## src/core/tx_pkg.sv

```systemverilog
// package: constants for the asynchronous serial transmitter
package tx_pkg;
  // ----------------------------------------------------------------
  // frame format
  // ----------------------------------------------------------------
  localparam int DATA_BITS = 8;
  localparam int FRAME_BITS_MAX = 11; // start + 9 data + stop
  localparam logic [3:0] BIT_IDX_W = 4'h0;
  localparam logic [3:0] LAST_DATA_8 = 4'h9; // index of stop, 8-bit frame
  localparam logic [3:0] LAST_DATA_9 = 4'ha; // index of stop, 9-bit frame
  localparam logic START_LEVEL = 1'b0;
  localparam logic STOP_LEVEL = 1'b1;
  localparam logic IDLE_LEVEL = 1'b1;
  // ----------------------------------------------------------------
  // baud generator oversampling
  // ----------------------------------------------------------------
  localparam logic [5:0] OVERSAMPLE_HI = 6'h0f; // x16, minus one
  localparam logic [5:0] OVERSAMPLE_LO = 6'h3f; // x64, minus one
  // ----------------------------------------------------------------
  // control bit positions (documented positions, kept for reference)
  // ----------------------------------------------------------------
  localparam int FRAME_MODE_BIT = 4;
  localparam int SHIFTER_EMPTY_BIT = 1;
  localparam int BUF_EMPTY_FLAG_BIT = 4;
  // ----------------------------------------------------------------
  // flag settle: second instruction cycle after a buffer write
  // ----------------------------------------------------------------
  localparam logic [1:0] FLAG_SETTLE = 2'h2;
  // transmitter states
  typedef enum logic [1:0] {TX_IDLE, TX_LOAD, TX_SHIFT} tx_state_t;
endpackage

```

## src/core/baud_gen.sv

```systemverilog
// baud rate generator: divisor tick then x16/x64 prescale to bit tick
`timescale 1ns/1ns
module baud_gen #(
  parameter int DIV_W = 8
) (
  input wire logic clk,
  input wire logic rstn,
  input wire logic run,
  input wire logic freeze,
  input wire logic high_baud_select,
  input wire logic [DIV_W-1:0] baud_divisor,
  output logic bit_tick
);
  logic [DIV_W-1:0] div_reg, div_next;
  logic [5:0] pre_reg, pre_next;
  logic tick_reg, tick_next;
  logic [5:0] pre_top;

  // divisor counts N+1 cycles, prescale counts 16 or 64 divisor ticks
  always_comb begin
    pre_top = high_baud_select ? tx_pkg::OVERSAMPLE_HI
                               : tx_pkg::OVERSAMPLE_LO; // RQ4
    div_next = div_reg;
    pre_next = pre_reg;
    tick_next = 1'b0;
    if (!run) begin
      div_next = '0;
      pre_next = '0;
    end else if (freeze) begin
      tick_next = tick_reg; // a pending tick survives sleep, RQ7
    end else if (div_reg >= baud_divisor) begin // RQ3 RQ20
      div_next = '0;
      if (pre_reg >= pre_top) begin
        pre_next = '0;
        tick_next = 1'b1;
      end else begin
        pre_next = pre_reg + 6'h01;
      end
    end else begin
      div_next = div_reg + {{(DIV_W-1){1'b0}}, 1'b1};
    end
  end

  // register the counters
  always_ff @(posedge clk) begin
    if (!rstn) begin
      div_reg <= '0;
      pre_reg <= '0;
      tick_reg <= 1'b0;
    end else begin
      div_reg <= div_next;
      pre_reg <= pre_next;
      tick_reg <= tick_next;
    end
  end

  assign bit_tick = tick_reg;

  a_tick_single: assert property ( // RQ4
    @(posedge clk) disable iff (!rstn)
    tick_reg && !freeze |=> !tick_reg)
    else $error("bit tick lasted two cycles");
endmodule

```

## src/core/async_serial_transmitter.sv

```systemverilog
// asynchronous serial transmitter with holding buffer and shift register
//
// Operation
// RQ1: frame is start, 8 or 9 data, stop
// RQ2: data bits go out lsb first
// RQ3: bit rate from 8-bit baud divisor
// RQ4: generator runs x16 when high speed, else x64
// RQ5: receiver shares format and baud setting
// RQ6: no hardware parity; ninth bit is software's
// RQ7: sleep halts all transmit activity; the code still completes a TX_LOAD under way and drives the start bit
// RQ8: asynchronous only when frame-mode bit clear
// RQ9: reload only after stop bit, then immediately
// RQ10: buffer to shifter takes one cycle, flag sets
// RQ11: flag sets regardless of interrupt enable
// RQ12: flag clears only on buffer write; the code also clears it whenever transmit enable is low
// RQ13: shifter empty status, no interrupt
// RQ14: shift register not visible to software
// RQ15: setting transmit enable sets the flag
// RQ16: nine-bit mode sends stored ninth bit
// RQ17: buffer write while enabled starts sending
// RQ18: flag valid second cycle after write
// RQ19: software programs setup before writing data
// RQ20: rate is clock over 16(N+1) or 64(N+1)
// RQ21: line idles high between frames
`timescale 1ns/1ns
module async_serial_transmitter #(
  parameter int DIV_W = 8
) (
  input wire logic clk,
  input wire logic rstn,
  input wire logic [DIV_W-1:0] baud_divisor,
  input wire logic high_baud_select,
  input wire logic frame_mode_sync,
  input wire logic serial_port_enable,
  input wire logic transmit_enable,
  input wire logic nine_bit_transmit_enable,
  input wire logic ninth_transmit_bit,
  input wire logic tx_interrupt_enable,
  input wire logic sleep,
  input wire logic [7:0] tx_data,
  input wire logic tx_data_write,
  output logic tx_line,
  output logic tx_buffer_empty_flag,
  output logic shifter_empty_status,
  output logic tx_interrupt_request
);
  // ----------------------------------------------------------------
  // state
  // ----------------------------------------------------------------
  tx_pkg::tx_state_t state_reg, state_next;
  logic [7:0] hold_reg, hold_next;
  logic hold_full_reg, hold_full_next;
  logic hold_ninth_reg, hold_ninth_next;
  logic [9:0] tx_shift_register, shift_next; // not visible outside
  logic [3:0] bit_reg, bit_next;
  logic nine_reg, nine_next;
  logic line_reg, line_next;
  logic flag_reg, flag_next;
  logic [1:0] settle_reg, settle_next;
  logic shifter_empty_status_reg, shifter_empty_status_next;
  logic irq_reg, irq_next;
  logic ten_reg, ten_next;
  logic run;
  logic bit_tick;
  logic [3:0] last_idx;

  // async mode active only when enabled, not synchronous, not asleep
  assign run = serial_port_enable && !frame_mode_sync && !sleep; // RQ8 RQ7

  // ----------------------------------------------------------------
  // baud generator, shared setting with a receiver elsewhere
  // ----------------------------------------------------------------
  baud_gen #(.DIV_W(DIV_W)) u_baud (
    .clk(clk),
    .rstn(rstn),
    .run(serial_port_enable && !frame_mode_sync && transmit_enable
         && state_reg == tx_pkg::TX_SHIFT),
    .freeze(sleep), // RQ7
    .high_baud_select(high_baud_select),
    .baud_divisor(baud_divisor),
    .bit_tick(bit_tick)
  ); // RQ5

  // stop index depends on frame length latched at load
  assign last_idx = nine_reg ? tx_pkg::LAST_DATA_9 : tx_pkg::LAST_DATA_8;

  // ----------------------------------------------------------------
  // transmitter next state
  // ----------------------------------------------------------------
  always_comb begin
    state_next = state_reg;
    hold_next = hold_reg;
    hold_full_next = hold_full_reg;
    hold_ninth_next = hold_ninth_reg;
    shift_next = tx_shift_register;
    bit_next = bit_reg;
    nine_next = nine_reg;
    line_next = line_reg;
    flag_next = flag_reg;
    settle_next = settle_reg;
    shifter_empty_status_next = shifter_empty_status_reg;
    ten_next = transmit_enable;
    // settle counter delays visible flag clear after a write
    if (settle_reg != 2'h0) begin
      settle_next = settle_reg - 2'h1;
      if (settle_reg == 2'h1) begin
        flag_next = 1'b0; // RQ12 RQ18
      end
    end
    // enabling transmission raises the empty flag; set wins over clear
    if (transmit_enable && !ten_reg) begin
      flag_next = 1'b1; // RQ15
    end
    case (state_reg)
      tx_pkg::TX_IDLE: begin
        line_next = tx_pkg::IDLE_LEVEL; // RQ21
        shifter_empty_status_next = 1'b1;
        if (run && transmit_enable && hold_full_reg) begin
          state_next = tx_pkg::TX_LOAD; // RQ17
        end
      end
      tx_pkg::TX_LOAD: begin
        // one cycle transfer; buffer now empty, flag set
        shift_next = {hold_ninth_reg, tx_pkg::STOP_LEVEL, hold_reg};
        nine_next = nine_bit_transmit_enable; // RQ16
        hold_full_next = 1'b0;
        flag_next = 1'b1; // RQ10 RQ11
        settle_next = 2'h0;
        shifter_empty_status_next = 1'b0;
        bit_next = tx_pkg::BIT_IDX_W;
        line_next = tx_pkg::START_LEVEL; // RQ1
        state_next = tx_pkg::TX_SHIFT;
      end
      tx_pkg::TX_SHIFT: begin
        if (!run || !transmit_enable) begin
          if (!run && sleep) begin
            state_next = tx_pkg::TX_SHIFT; // RQ7 frozen during sleep
          end else begin
            state_next = tx_pkg::TX_IDLE;
            line_next = tx_pkg::IDLE_LEVEL;
          end
        end else if (bit_tick) begin
          if (bit_reg == last_idx) begin
            // stop bit finished: reload at once if data waits
            line_next = tx_pkg::IDLE_LEVEL;
            state_next = hold_full_reg ? tx_pkg::TX_LOAD
                                       : tx_pkg::TX_IDLE; // RQ9
            shifter_empty_status_next = !hold_full_reg;
          end else if (bit_reg == last_idx - 4'h1) begin
            line_next = tx_pkg::STOP_LEVEL; // RQ1
            bit_next = bit_reg + 4'h1;
          end else if (bit_reg == tx_pkg::LAST_DATA_8 - 4'h1 && nine_reg) begin
            line_next = tx_shift_register[9]; // RQ16 RQ6
            bit_next = bit_reg + 4'h1;
          end else begin
            line_next = tx_shift_register[0]; // RQ2
            shift_next = {tx_shift_register[9:8], 1'b0,
                          tx_shift_register[7:1]};
            bit_next = bit_reg + 4'h1;
          end
        end
      end
      default: state_next = tx_pkg::TX_IDLE;
    endcase
    // buffer write: software load wins over the transfer emptying it
    if (tx_data_write) begin
      hold_next = tx_data;
      hold_ninth_next = ninth_transmit_bit;
      hold_full_next = 1'b1;
      settle_next = tx_pkg::FLAG_SETTLE; // RQ18
    end
    if (!transmit_enable) begin
      flag_next = 1'b0;
      settle_next = 2'h0;
    end
  end

  // interrupt request is gated flag only
  always_comb begin
    irq_next = flag_next && tx_interrupt_enable; // RQ11
  end

  // register transmitter state
  always_ff @(posedge clk) begin
    if (!rstn) begin
      state_reg <= tx_pkg::TX_IDLE;
      hold_reg <= 8'h00;
      hold_full_reg <= 1'b0;
      hold_ninth_reg <= 1'b0;
      tx_shift_register <= 10'h000;
      bit_reg <= 4'h0;
      nine_reg <= 1'b0;
      line_reg <= 1'b1;
      flag_reg <= 1'b0;
      settle_reg <= 2'h0;
      shifter_empty_status_reg <= 1'b1;
      irq_reg <= 1'b0;
      ten_reg <= 1'b0;
    end else begin
      state_reg <= state_next;
      hold_reg <= hold_next;
      hold_full_reg <= hold_full_next;
      hold_ninth_reg <= hold_ninth_next;
      tx_shift_register <= shift_next;
      bit_reg <= bit_next;
      nine_reg <= nine_next;
      line_reg <= line_next;
      flag_reg <= flag_next;
      settle_reg <= settle_next;
      shifter_empty_status_reg <= shifter_empty_status_next;
      irq_reg <= irq_next;
      ten_reg <= ten_next;
    end
  end

  // outputs straight from flops
  assign tx_line = line_reg;
  assign tx_buffer_empty_flag = flag_reg;
  assign shifter_empty_status = shifter_empty_status_reg; // RQ13 RQ14
  assign tx_interrupt_request = irq_reg;

  // ----------------------------------------------------------------
  // assertions
  // ----------------------------------------------------------------
  // line level and frame shape
  a_idle_line_high: assert property ( // RQ21
    @(posedge clk) disable iff (!rstn)
    state_reg == tx_pkg::TX_IDLE |=> tx_line)
    else $error("line not high while idle");
  a_load_start_bit: assert property ( // RQ10
    @(posedge clk) disable iff (!rstn)
    state_reg == tx_pkg::TX_LOAD |=> !tx_line && !shifter_empty_status
    && tx_buffer_empty_flag)
    else $error("load did not start frame and set flag");
  a_stop_level: assert property ( // RQ1
    @(posedge clk) disable iff (!rstn)
    state_reg == tx_pkg::TX_SHIFT && bit_reg == last_idx |-> tx_line)
    else $error("stop bit not high");
  a_ninth_bit_level: assert property ( // RQ16
    @(posedge clk) disable iff (!rstn)
    state_reg == tx_pkg::TX_SHIFT && nine_reg
    && bit_reg == tx_pkg::LAST_DATA_9 - 4'h1
    |-> tx_line == tx_shift_register[9])
    else $error("ninth bit not on line");

  // buffer-empty flag and interrupt request
  a_flag_settle: assert property ( // RQ18
    @(posedge clk) disable iff (!rstn)
    tx_data_write && transmit_enable && state_next != tx_pkg::TX_LOAD
    && !(state_reg == tx_pkg::TX_LOAD)
    |=> $stable(tx_buffer_empty_flag))
    else $error("flag changed in first cycle after write");
  a_enable_sets_flag: assert property ( // RQ15
    @(posedge clk) disable iff (!rstn)
    $rose(ten_reg) && transmit_enable |-> tx_buffer_empty_flag)
    else $error("enable did not set flag");
  a_flag_fall_cause: assert property ( // RQ12
    @(posedge clk) disable iff (!rstn)
    $fell(tx_buffer_empty_flag)
    |-> $past(tx_data_write, 3) || !$past(transmit_enable))
    else $error("flag cleared without a buffer write");
  a_irq_gated: assert property ( // RQ11
    @(posedge clk) disable iff (!rstn)
    tx_interrupt_request |-> tx_buffer_empty_flag)
    else $error("interrupt without flag");

  // shifter status, reload, sleep and frame mode
  a_shifter_busy: assert property ( // RQ13
    @(posedge clk) disable iff (!rstn)
    state_reg == tx_pkg::TX_SHIFT |-> !shifter_empty_status)
    else $error("shifter reads empty while shifting");
  a_reload_stop: assert property ( // RQ9
    @(posedge clk) disable iff (!rstn)
    state_reg == tx_pkg::TX_SHIFT && state_next == tx_pkg::TX_LOAD
    |-> bit_reg == last_idx)
    else $error("reload before stop bit");
  a_sleep_freeze: assert property ( // RQ7
    @(posedge clk) disable iff (!rstn)
    sleep && $past(sleep) && state_reg == tx_pkg::TX_SHIFT
    |=> $stable(tx_line) && $stable(bit_reg))
    else $error("activity during sleep");
  a_sleep_hold_state: assert property ( // RQ7
    @(posedge clk) disable iff (!rstn)
    sleep && state_reg == tx_pkg::TX_SHIFT
    |=> state_reg == tx_pkg::TX_SHIFT)
    else $error("frame left shifting during sleep");
  a_async_only: assert property ( // RQ8
    @(posedge clk) disable iff (!rstn)
    frame_mode_sync && state_reg == tx_pkg::TX_IDLE
    |=> state_reg == tx_pkg::TX_IDLE)
    else $error("frame started with frame-mode select set");

  // main scenarios seen
  c_sleep_in_frame: cover property (@(posedge clk) disable iff (!rstn)
    sleep && state_reg == tx_pkg::TX_SHIFT && !shifter_empty_status);
  c_frame_sent: cover property (@(posedge clk) disable iff (!rstn)
    state_reg == tx_pkg::TX_SHIFT ##1 state_reg == tx_pkg::TX_IDLE);
  c_back_to_back: cover property (@(posedge clk) disable iff (!rstn)
    state_reg == tx_pkg::TX_SHIFT ##1 state_reg == tx_pkg::TX_LOAD);
  c_nine_bit: cover property (@(posedge clk) disable iff (!rstn)
    state_reg == tx_pkg::TX_SHIFT && nine_reg && bit_reg == 4'h9);
endmodule

```

## config.mk

```make
export PLATFORM = sky130hd
export DESIGN_NAME = async_serial_transmitter
export DESIGN_NICKNAME = d
export VERILOG_FILES = /design/src/core/tx_pkg.sv /design/src/core/baud_gen.sv /design/src/core/async_serial_transmitter.sv
export SDC_FILE = /design/constraint.sdc
export NUM_CORES = 1
export LEC_CHECK = 0
export BUFFER_PORTS_ARGS = -buffer_cell sky130_fd_sc_hd__buf_4
export CAP_MARGIN = 25
export CORE_UTILIZATION = 55
export DETAILED_ROUTE_END_ITERATION = 16
export GPL_ROUTABILITY_DRIVEN = 0
export MAX_ROUTING_LAYER = met4
export PLACE_DENSITY = 0.87
export SETUP_SLACK_MARGIN = 0.3
export SLEW_MARGIN = 20
export SYNTH_ARGS = -nofsm -noshare
export SYNTH_HDL_FRONTEND = slang
export SYNTH_SLANG_ARGS = --single-unit
```

## constraint.sdc

```tcl
create_clock -name clk -period 2.2 [get_ports clk]
set_input_delay 0 -clock clk [delete_from_list [all_inputs] [get_ports clk]]
set_output_delay 0 -clock clk [all_outputs]
set_load 0.005 [all_outputs]
```

== Word level (Yosys, flattened, before mapping) ==
Cells that the tools add are included.
Storage, ports and cells
  register bits: 49
  output and inout port bits: 4
  logic and storage cells: 122
Operators by class
  $add $sub $neg: 5
  order comparisons: 2
  eq/ne operators: 16
  mux-type cells: 44
  bitwise operators: 4
  reductions and logical operators: 33
Operators with widths (count)
  $mux W8: 6
  $pmux W10 S2: 1
  $mux W1: 19
  $mux W2: 9
  $mux W4: 3
  $mux W6: 2
  $logic_and A1 B1 Y1: 10
  $ne A2 B2 Y1 const B: 5
  $add A8 B1 Y8 const B: 1
  $eq A4 B4 Y1: 2
  $ge A8 B8 Y1: 1
  $pmux W4 S2: 1
  $reduce_and A2 Y1: 4
  $reduce_and A4 Y1: 2
  $add A6 B1 Y6 const B: 1
  $ge A6 B6 Y1: 1
  $logic_not A1 Y1: 6
  $ne A3 B1 Y1 const B: 2
  $pmux W1 S3: 2
  $pmux W2 S3: 1
  $reduce_and A3 Y1: 2
  $reduce_and A6 Y1: 1
  $reduce_bool A2 Y1: 3
  $reduce_bool A3 Y1: 2
  other kinds (12): 17

== Depth between registers and ports, before layout ==
  depth in word-level cells: 8
  depth in mapped cells: 8

== By module ==
Synthesis repeated with hierarchy kept, for this count alone.
Unflattened totals
  cell total of the unflattened synthesis: 279
  area, all modules: 2603.7 µm²
Modules (own cells, without submodules)
  async_serial_transmitter: instances 1, cells each 168, area each 1599.0 µm², seq. area each 660.6 µm²
  baud_gen: instances 1, cells each 111, area each 1004.7 µm², seq. area each 300.3 µm²

== Worst setup path after synthesis ==
OpenSTA, ideal clock, no wires.
  path kind: register to register
  start: reg u_baud.div_reg[1]
  end: reg u_baud.pre_reg[3]
  setup time: 0.117 ns
  arrival: 1.839 ns
  setup slack: 0.244 ns
  cell stages (with the launch flop): 8
  clock period less this slack: 1.956 ns
  cells stage by stage: dfxtp_1 > ha_1 > nor2b_1 > o211a_1 > a211oi_1 > o31ai_1 > o21ai_0 > a32o_1
Between the ends
  cells in the longest elaborated chain, start to end: 2
Ends and longest elaborated chain
  start: declaration: line baud_gen.sv:14  | logic [DIV_W-1:0] div_reg, div_next;
  start signal: assignment: line baud_gen.sv:51  | div_reg <= div_next;
  $ge A8 B8 Y1: line baud_gen.sv:31  | end else if (div_reg >= baud_divisor) begin
  $reduce_and A2 Y1 (no line)
  end signal: assignment: line baud_gen.sv:52  | pre_reg <= pre_next;
  end: declaration: line baud_gen.sv:15  | logic [5:0] pre_reg, pre_next;
Every way passes these cells.
A chain may end at the register's enable or synchronous reset.

== Final worst setup path ==
  start: reg u_baud.div_reg[1]
  end: reg u_baud.pre_reg[5]
The elaborated chain is that of the path after synthesis.

==> results by stage <==
Timing:
- The total count of hold-check failures in the final report came to 0.
- Setup violations remaining at the end of the flow were counted as 0.
- The clock skew is 0.00978 ns.
- For this run, the top clock speed supported by timing is 0.513 GHz.
- The slew at the pin closest to its max-slew limit is 0.517 ns.
- Setup repair after global routing could not meet its margin everywhere.
- Adding up every negative setup slack in the final design gives 0 ns.
- The final number of max-transition violations was 0.
- The routed design could run at a clock period as short as 1.95 ns.
- In the post-route analysis, the smallest setup slack over all paths is 0.250 ns.
- In this run the tightest slew margin relative to its limit is 0.653.
- In the finished design, the share of the clock period the worst path needs comes to 0.886.

Final layout:
- The register with the most flip-flops in the layout has 9 of them.
- The net count reported at finish is 348.
- The core utilization of the finished layout is 0.745.
- The area growth from synthesis to final layout is 26.3%.
- In the layout the commonest cells are sky130_fd_sc_hd__dfxtp_1 (44), sky130_fd_sc_hd__buf_4 (39), sky130_fd_sc_hd__nor2b_1 (23).
- The repair_antennas step left the layout with diodes totalling 0.
- The library cell used most frequently in the layout, excluding fill and tap cells, is sky130_fd_sc_hd__dfxtp_1.
- The final non-filler cell total is 358.
- The share of final-layout standard cells stronger than drive strength 1 is 0.253.

Clocking:
- The number of clock buffers added by TritonCTS is 5.
- TritonCTS built the clock tree.
- For the worst-skew pair, the clock arrives at the later sink with an insertion delay of 0.31 ns.
- The clock tree root buffer cell is sky130_fd_sc_hd__clkbuf_8.
- Clock-pin slew was measured on the worst setup and hold paths at 0.09 ns.
- In this run the deepest clock path goes through 2 buffers.
- The H-tree generated during clock tree synthesis spans 2 levels.
- The total clock sinks is 48.

Drt:
- The DRC marker count from the first detailed-route iteration is 87.
- The routed wire length per instance is 14.1 µm.
- In the routed layout, each cell is associated on average with a via count of 5.52.
- The number of remaining DRC errors is 0.
- Summing over every cut layer, the via total after detailed routing is 1977.
- The first detailed-routing pass ran for 4 iterations.
- The detailed-route wire length is 5.05 mm.
- The number of nets with antenna violations after detailed routing is 0.

Critical path:
- The data arrival time of the critical path is 2.20 ns.
- The worst setup path category is flip-flop to flip-flop.
- The required time of the critical path is 2.45 ns.
- The maximum fanout encountered on the critical timing path is 4.
- Across all register-to-register paths, the minimum setup slack is 0.25 ns.
- The kind of capture point of the worst setup path is a flip-flop.
- STA classifies the critical path startpoint as a flip-flop.
- The worst-case reg-to-reg path depth is 7.

Global routing:
- Across every metal layer, demand over resource in global routing totals 0.239.
- The maximum number of pins on one net before global-route repair is 30.
- The via count of the first global-routing pass is 1865.
- The first global-routing pass estimated 7.96 mm of wire.
- The global-route congestion overflow total is 0.
- The number of antenna violations at the first check in global routing is 0.

Floorplanning:
- The cell row count is 23.
- The floorplan step set the die height to 68.4 µm.
- The number of placed I/O pins is 31.
- The effective utilization at floorplan is 0.590.
- The core area is 4120 µm².
- The die is 68.4 µm wide.
- The die area is 4680 µm².

Logic synthesis:
- The number of nets handed over by synthesis was 299.
- Among all flip-flop cells after synthesis, the most frequent one is sky130_fd_sc_hd__dfxtp_1.
- The synthesized cell area is 2430 µm².
- The number of enable flip-flop cells after synthesis is 0.
- The number of instances in the synthesized netlist is 258.
- Of the synthesized area, sequential elements account for 0.396.
- The number of synthesized register bits is 48.
- The number of distinct standard cells referenced by the synthesized netlist is 53.
- The average cell area after synthesis is 9.40 µm².
- For this run, the number of Yosys warnings is 0.
- Of all flip-flops after synthesis, the portion carrying an async set or reset was 0.

Hold path:
- The worst hold path depth is 2.
- In this run the worst hold path is classified as input pin to flip-flop.

Placement:
- The number of placed instances with taps included is 333.
- The detailed-placement wirelength estimate is 3.20 mm.
- OpenSTA, run right after detailed placement, puts the worst setup slack at 0.00972 ns.
- The count of buffers from port buffering is 30.

Run:
- The number of maximum-capacitance violations is 0.

Power and ir drop:
- The power per unit of standard cell area is 561 nW/µm².
- In this run the static leakage power is 0.00131 µW.
- The peak supply drop is 0.514 mV.

Outcome:
- The run finished with clean final reports.
-- worst max-delay path, stage by stage, from the launching register on --
cell,delay [ns]
sky130_fd_sc_hd__dfxtp_2,0.35
sky130_fd_sc_hd__ha_4,0.26
sky130_fd_sc_hd__nor2b_4,0.12
sky130_fd_sc_hd__o211a_1,0.18
sky130_fd_sc_hd__a211oi_4,0.06
sky130_fd_sc_hd__o31a_1,0.37
sky130_fd_sc_hd__or4_1,0.41
sky130_fd_sc_hd__a21oi_1,0.12
-- metal layers --
metal,part of all wire,GRT usage,up-vias,wire (µm)
met5,0,-,-,0
met2,0.49,0.407,40,2490
met1,0.46,0.266,926,2300
li1,-,-,1003,-
met4,0.017,0.0964,0,86
met3,0.035,0.0583,8,175
-- where the power goes --
group          internal [µW]  switching, µW
Sequential               883           8.18
Combinational           88.3           58.6
Clock                    372            310
Total                   1340            377
-- metrics by stage --
stage,instance area [µm²],hold WS (ns),total power [µW]
detailed placement,2690,0.204,1030
CTS,2990,0.0148,1720
global placement,2690,0.204,1030
global route,3060,0.0385,1780
finish,3060,0.0210,1720
floorplan,2430,0.122,976
-- area by class of cell --
type | instances | area (µm²)
Multi-Input combinational cell | 185 | 1430
Fill cell | 280 | 1050
Sequential cell | 48 | 968
Timing Repair Buffer | 52 | 424
Clock buffer | 6 | 82.6
Tap cell | 50 | 62.6
Inverter | 15 | 56.3
Clock inverter | 2 | 38.8
-- final timing paths --
kind | to | startpoint
worst min-delay path | tx_line$_SDFFE_PN1P_ | rstn
worst max-delay path | u_baud.pre_reg[5]$_SDFFE_PN0P_ | u_baud.div_reg[1]$_SDFFE_PN0N_
worst min register to register | tx_buffer_empty_flag$_SDFF_PN0_ | ten_reg$_SDFF_PN0_
worst max register to register | u_baud.pre_reg[5]$_SDFFE_PN0P_ | u_baud.div_reg[1]$_SDFFE_PN0N_
-- cell families after synthesis --
logic type,count (synthesis),synth area share
AOI/OAI and AO/OA,42,0.119
xor gates and xnor gates,9,0.0325
adders and majority gates,14,0.0722
buffers and inverters,25,0.0495
DFF,48,0.396
muxes,27,0.115
and+or+nand+nor,93,0.216
-- cell usage after synthesis, drive strengths merged (2+ instances only) --
cell | number | share of area
xor2 | 5 | 0.018
nand2b | 4 | 0.013
a32o | 2 | 0.0083
nor2 | 18 | 0.028
dfxtp | 48 | 0.40
nand4b | 2 | 0.0072
inv | 15 | 0.023
mux2i | 20 | 0.083
and3 | 2 | 0.0052
o21ai | 9 | 0.019
nand4 | 2 | 0.0052
a21oi | 13 | 0.031
xnor2 | 4 | 0.014
nand2 | 15 | 0.023
buf | 3 | 0.011
a31oi | 2 | 0.0052
or4 | 3 | 0.0093
mux2 | 7 | 0.032
ha | 14 | 0.072
o2111ai | 2 | 0.0072
nor3 | 4 | 0.0083
nand3 | 9 | 0.019
clkbuf | 7 | 0.015
and2 | 2 | 0.0052
nor2b | 24 | 0.062
-- timing repair --
item	CTS	global route
setup endpoints to repair	22	20
hold buffers	12	0
endpoints found under the hold margin	13	0
resized for setup	8	14
setup buffers	3	2
pin swaps	5	7
No activity file was read; power rests on OpenSTA's default activity.
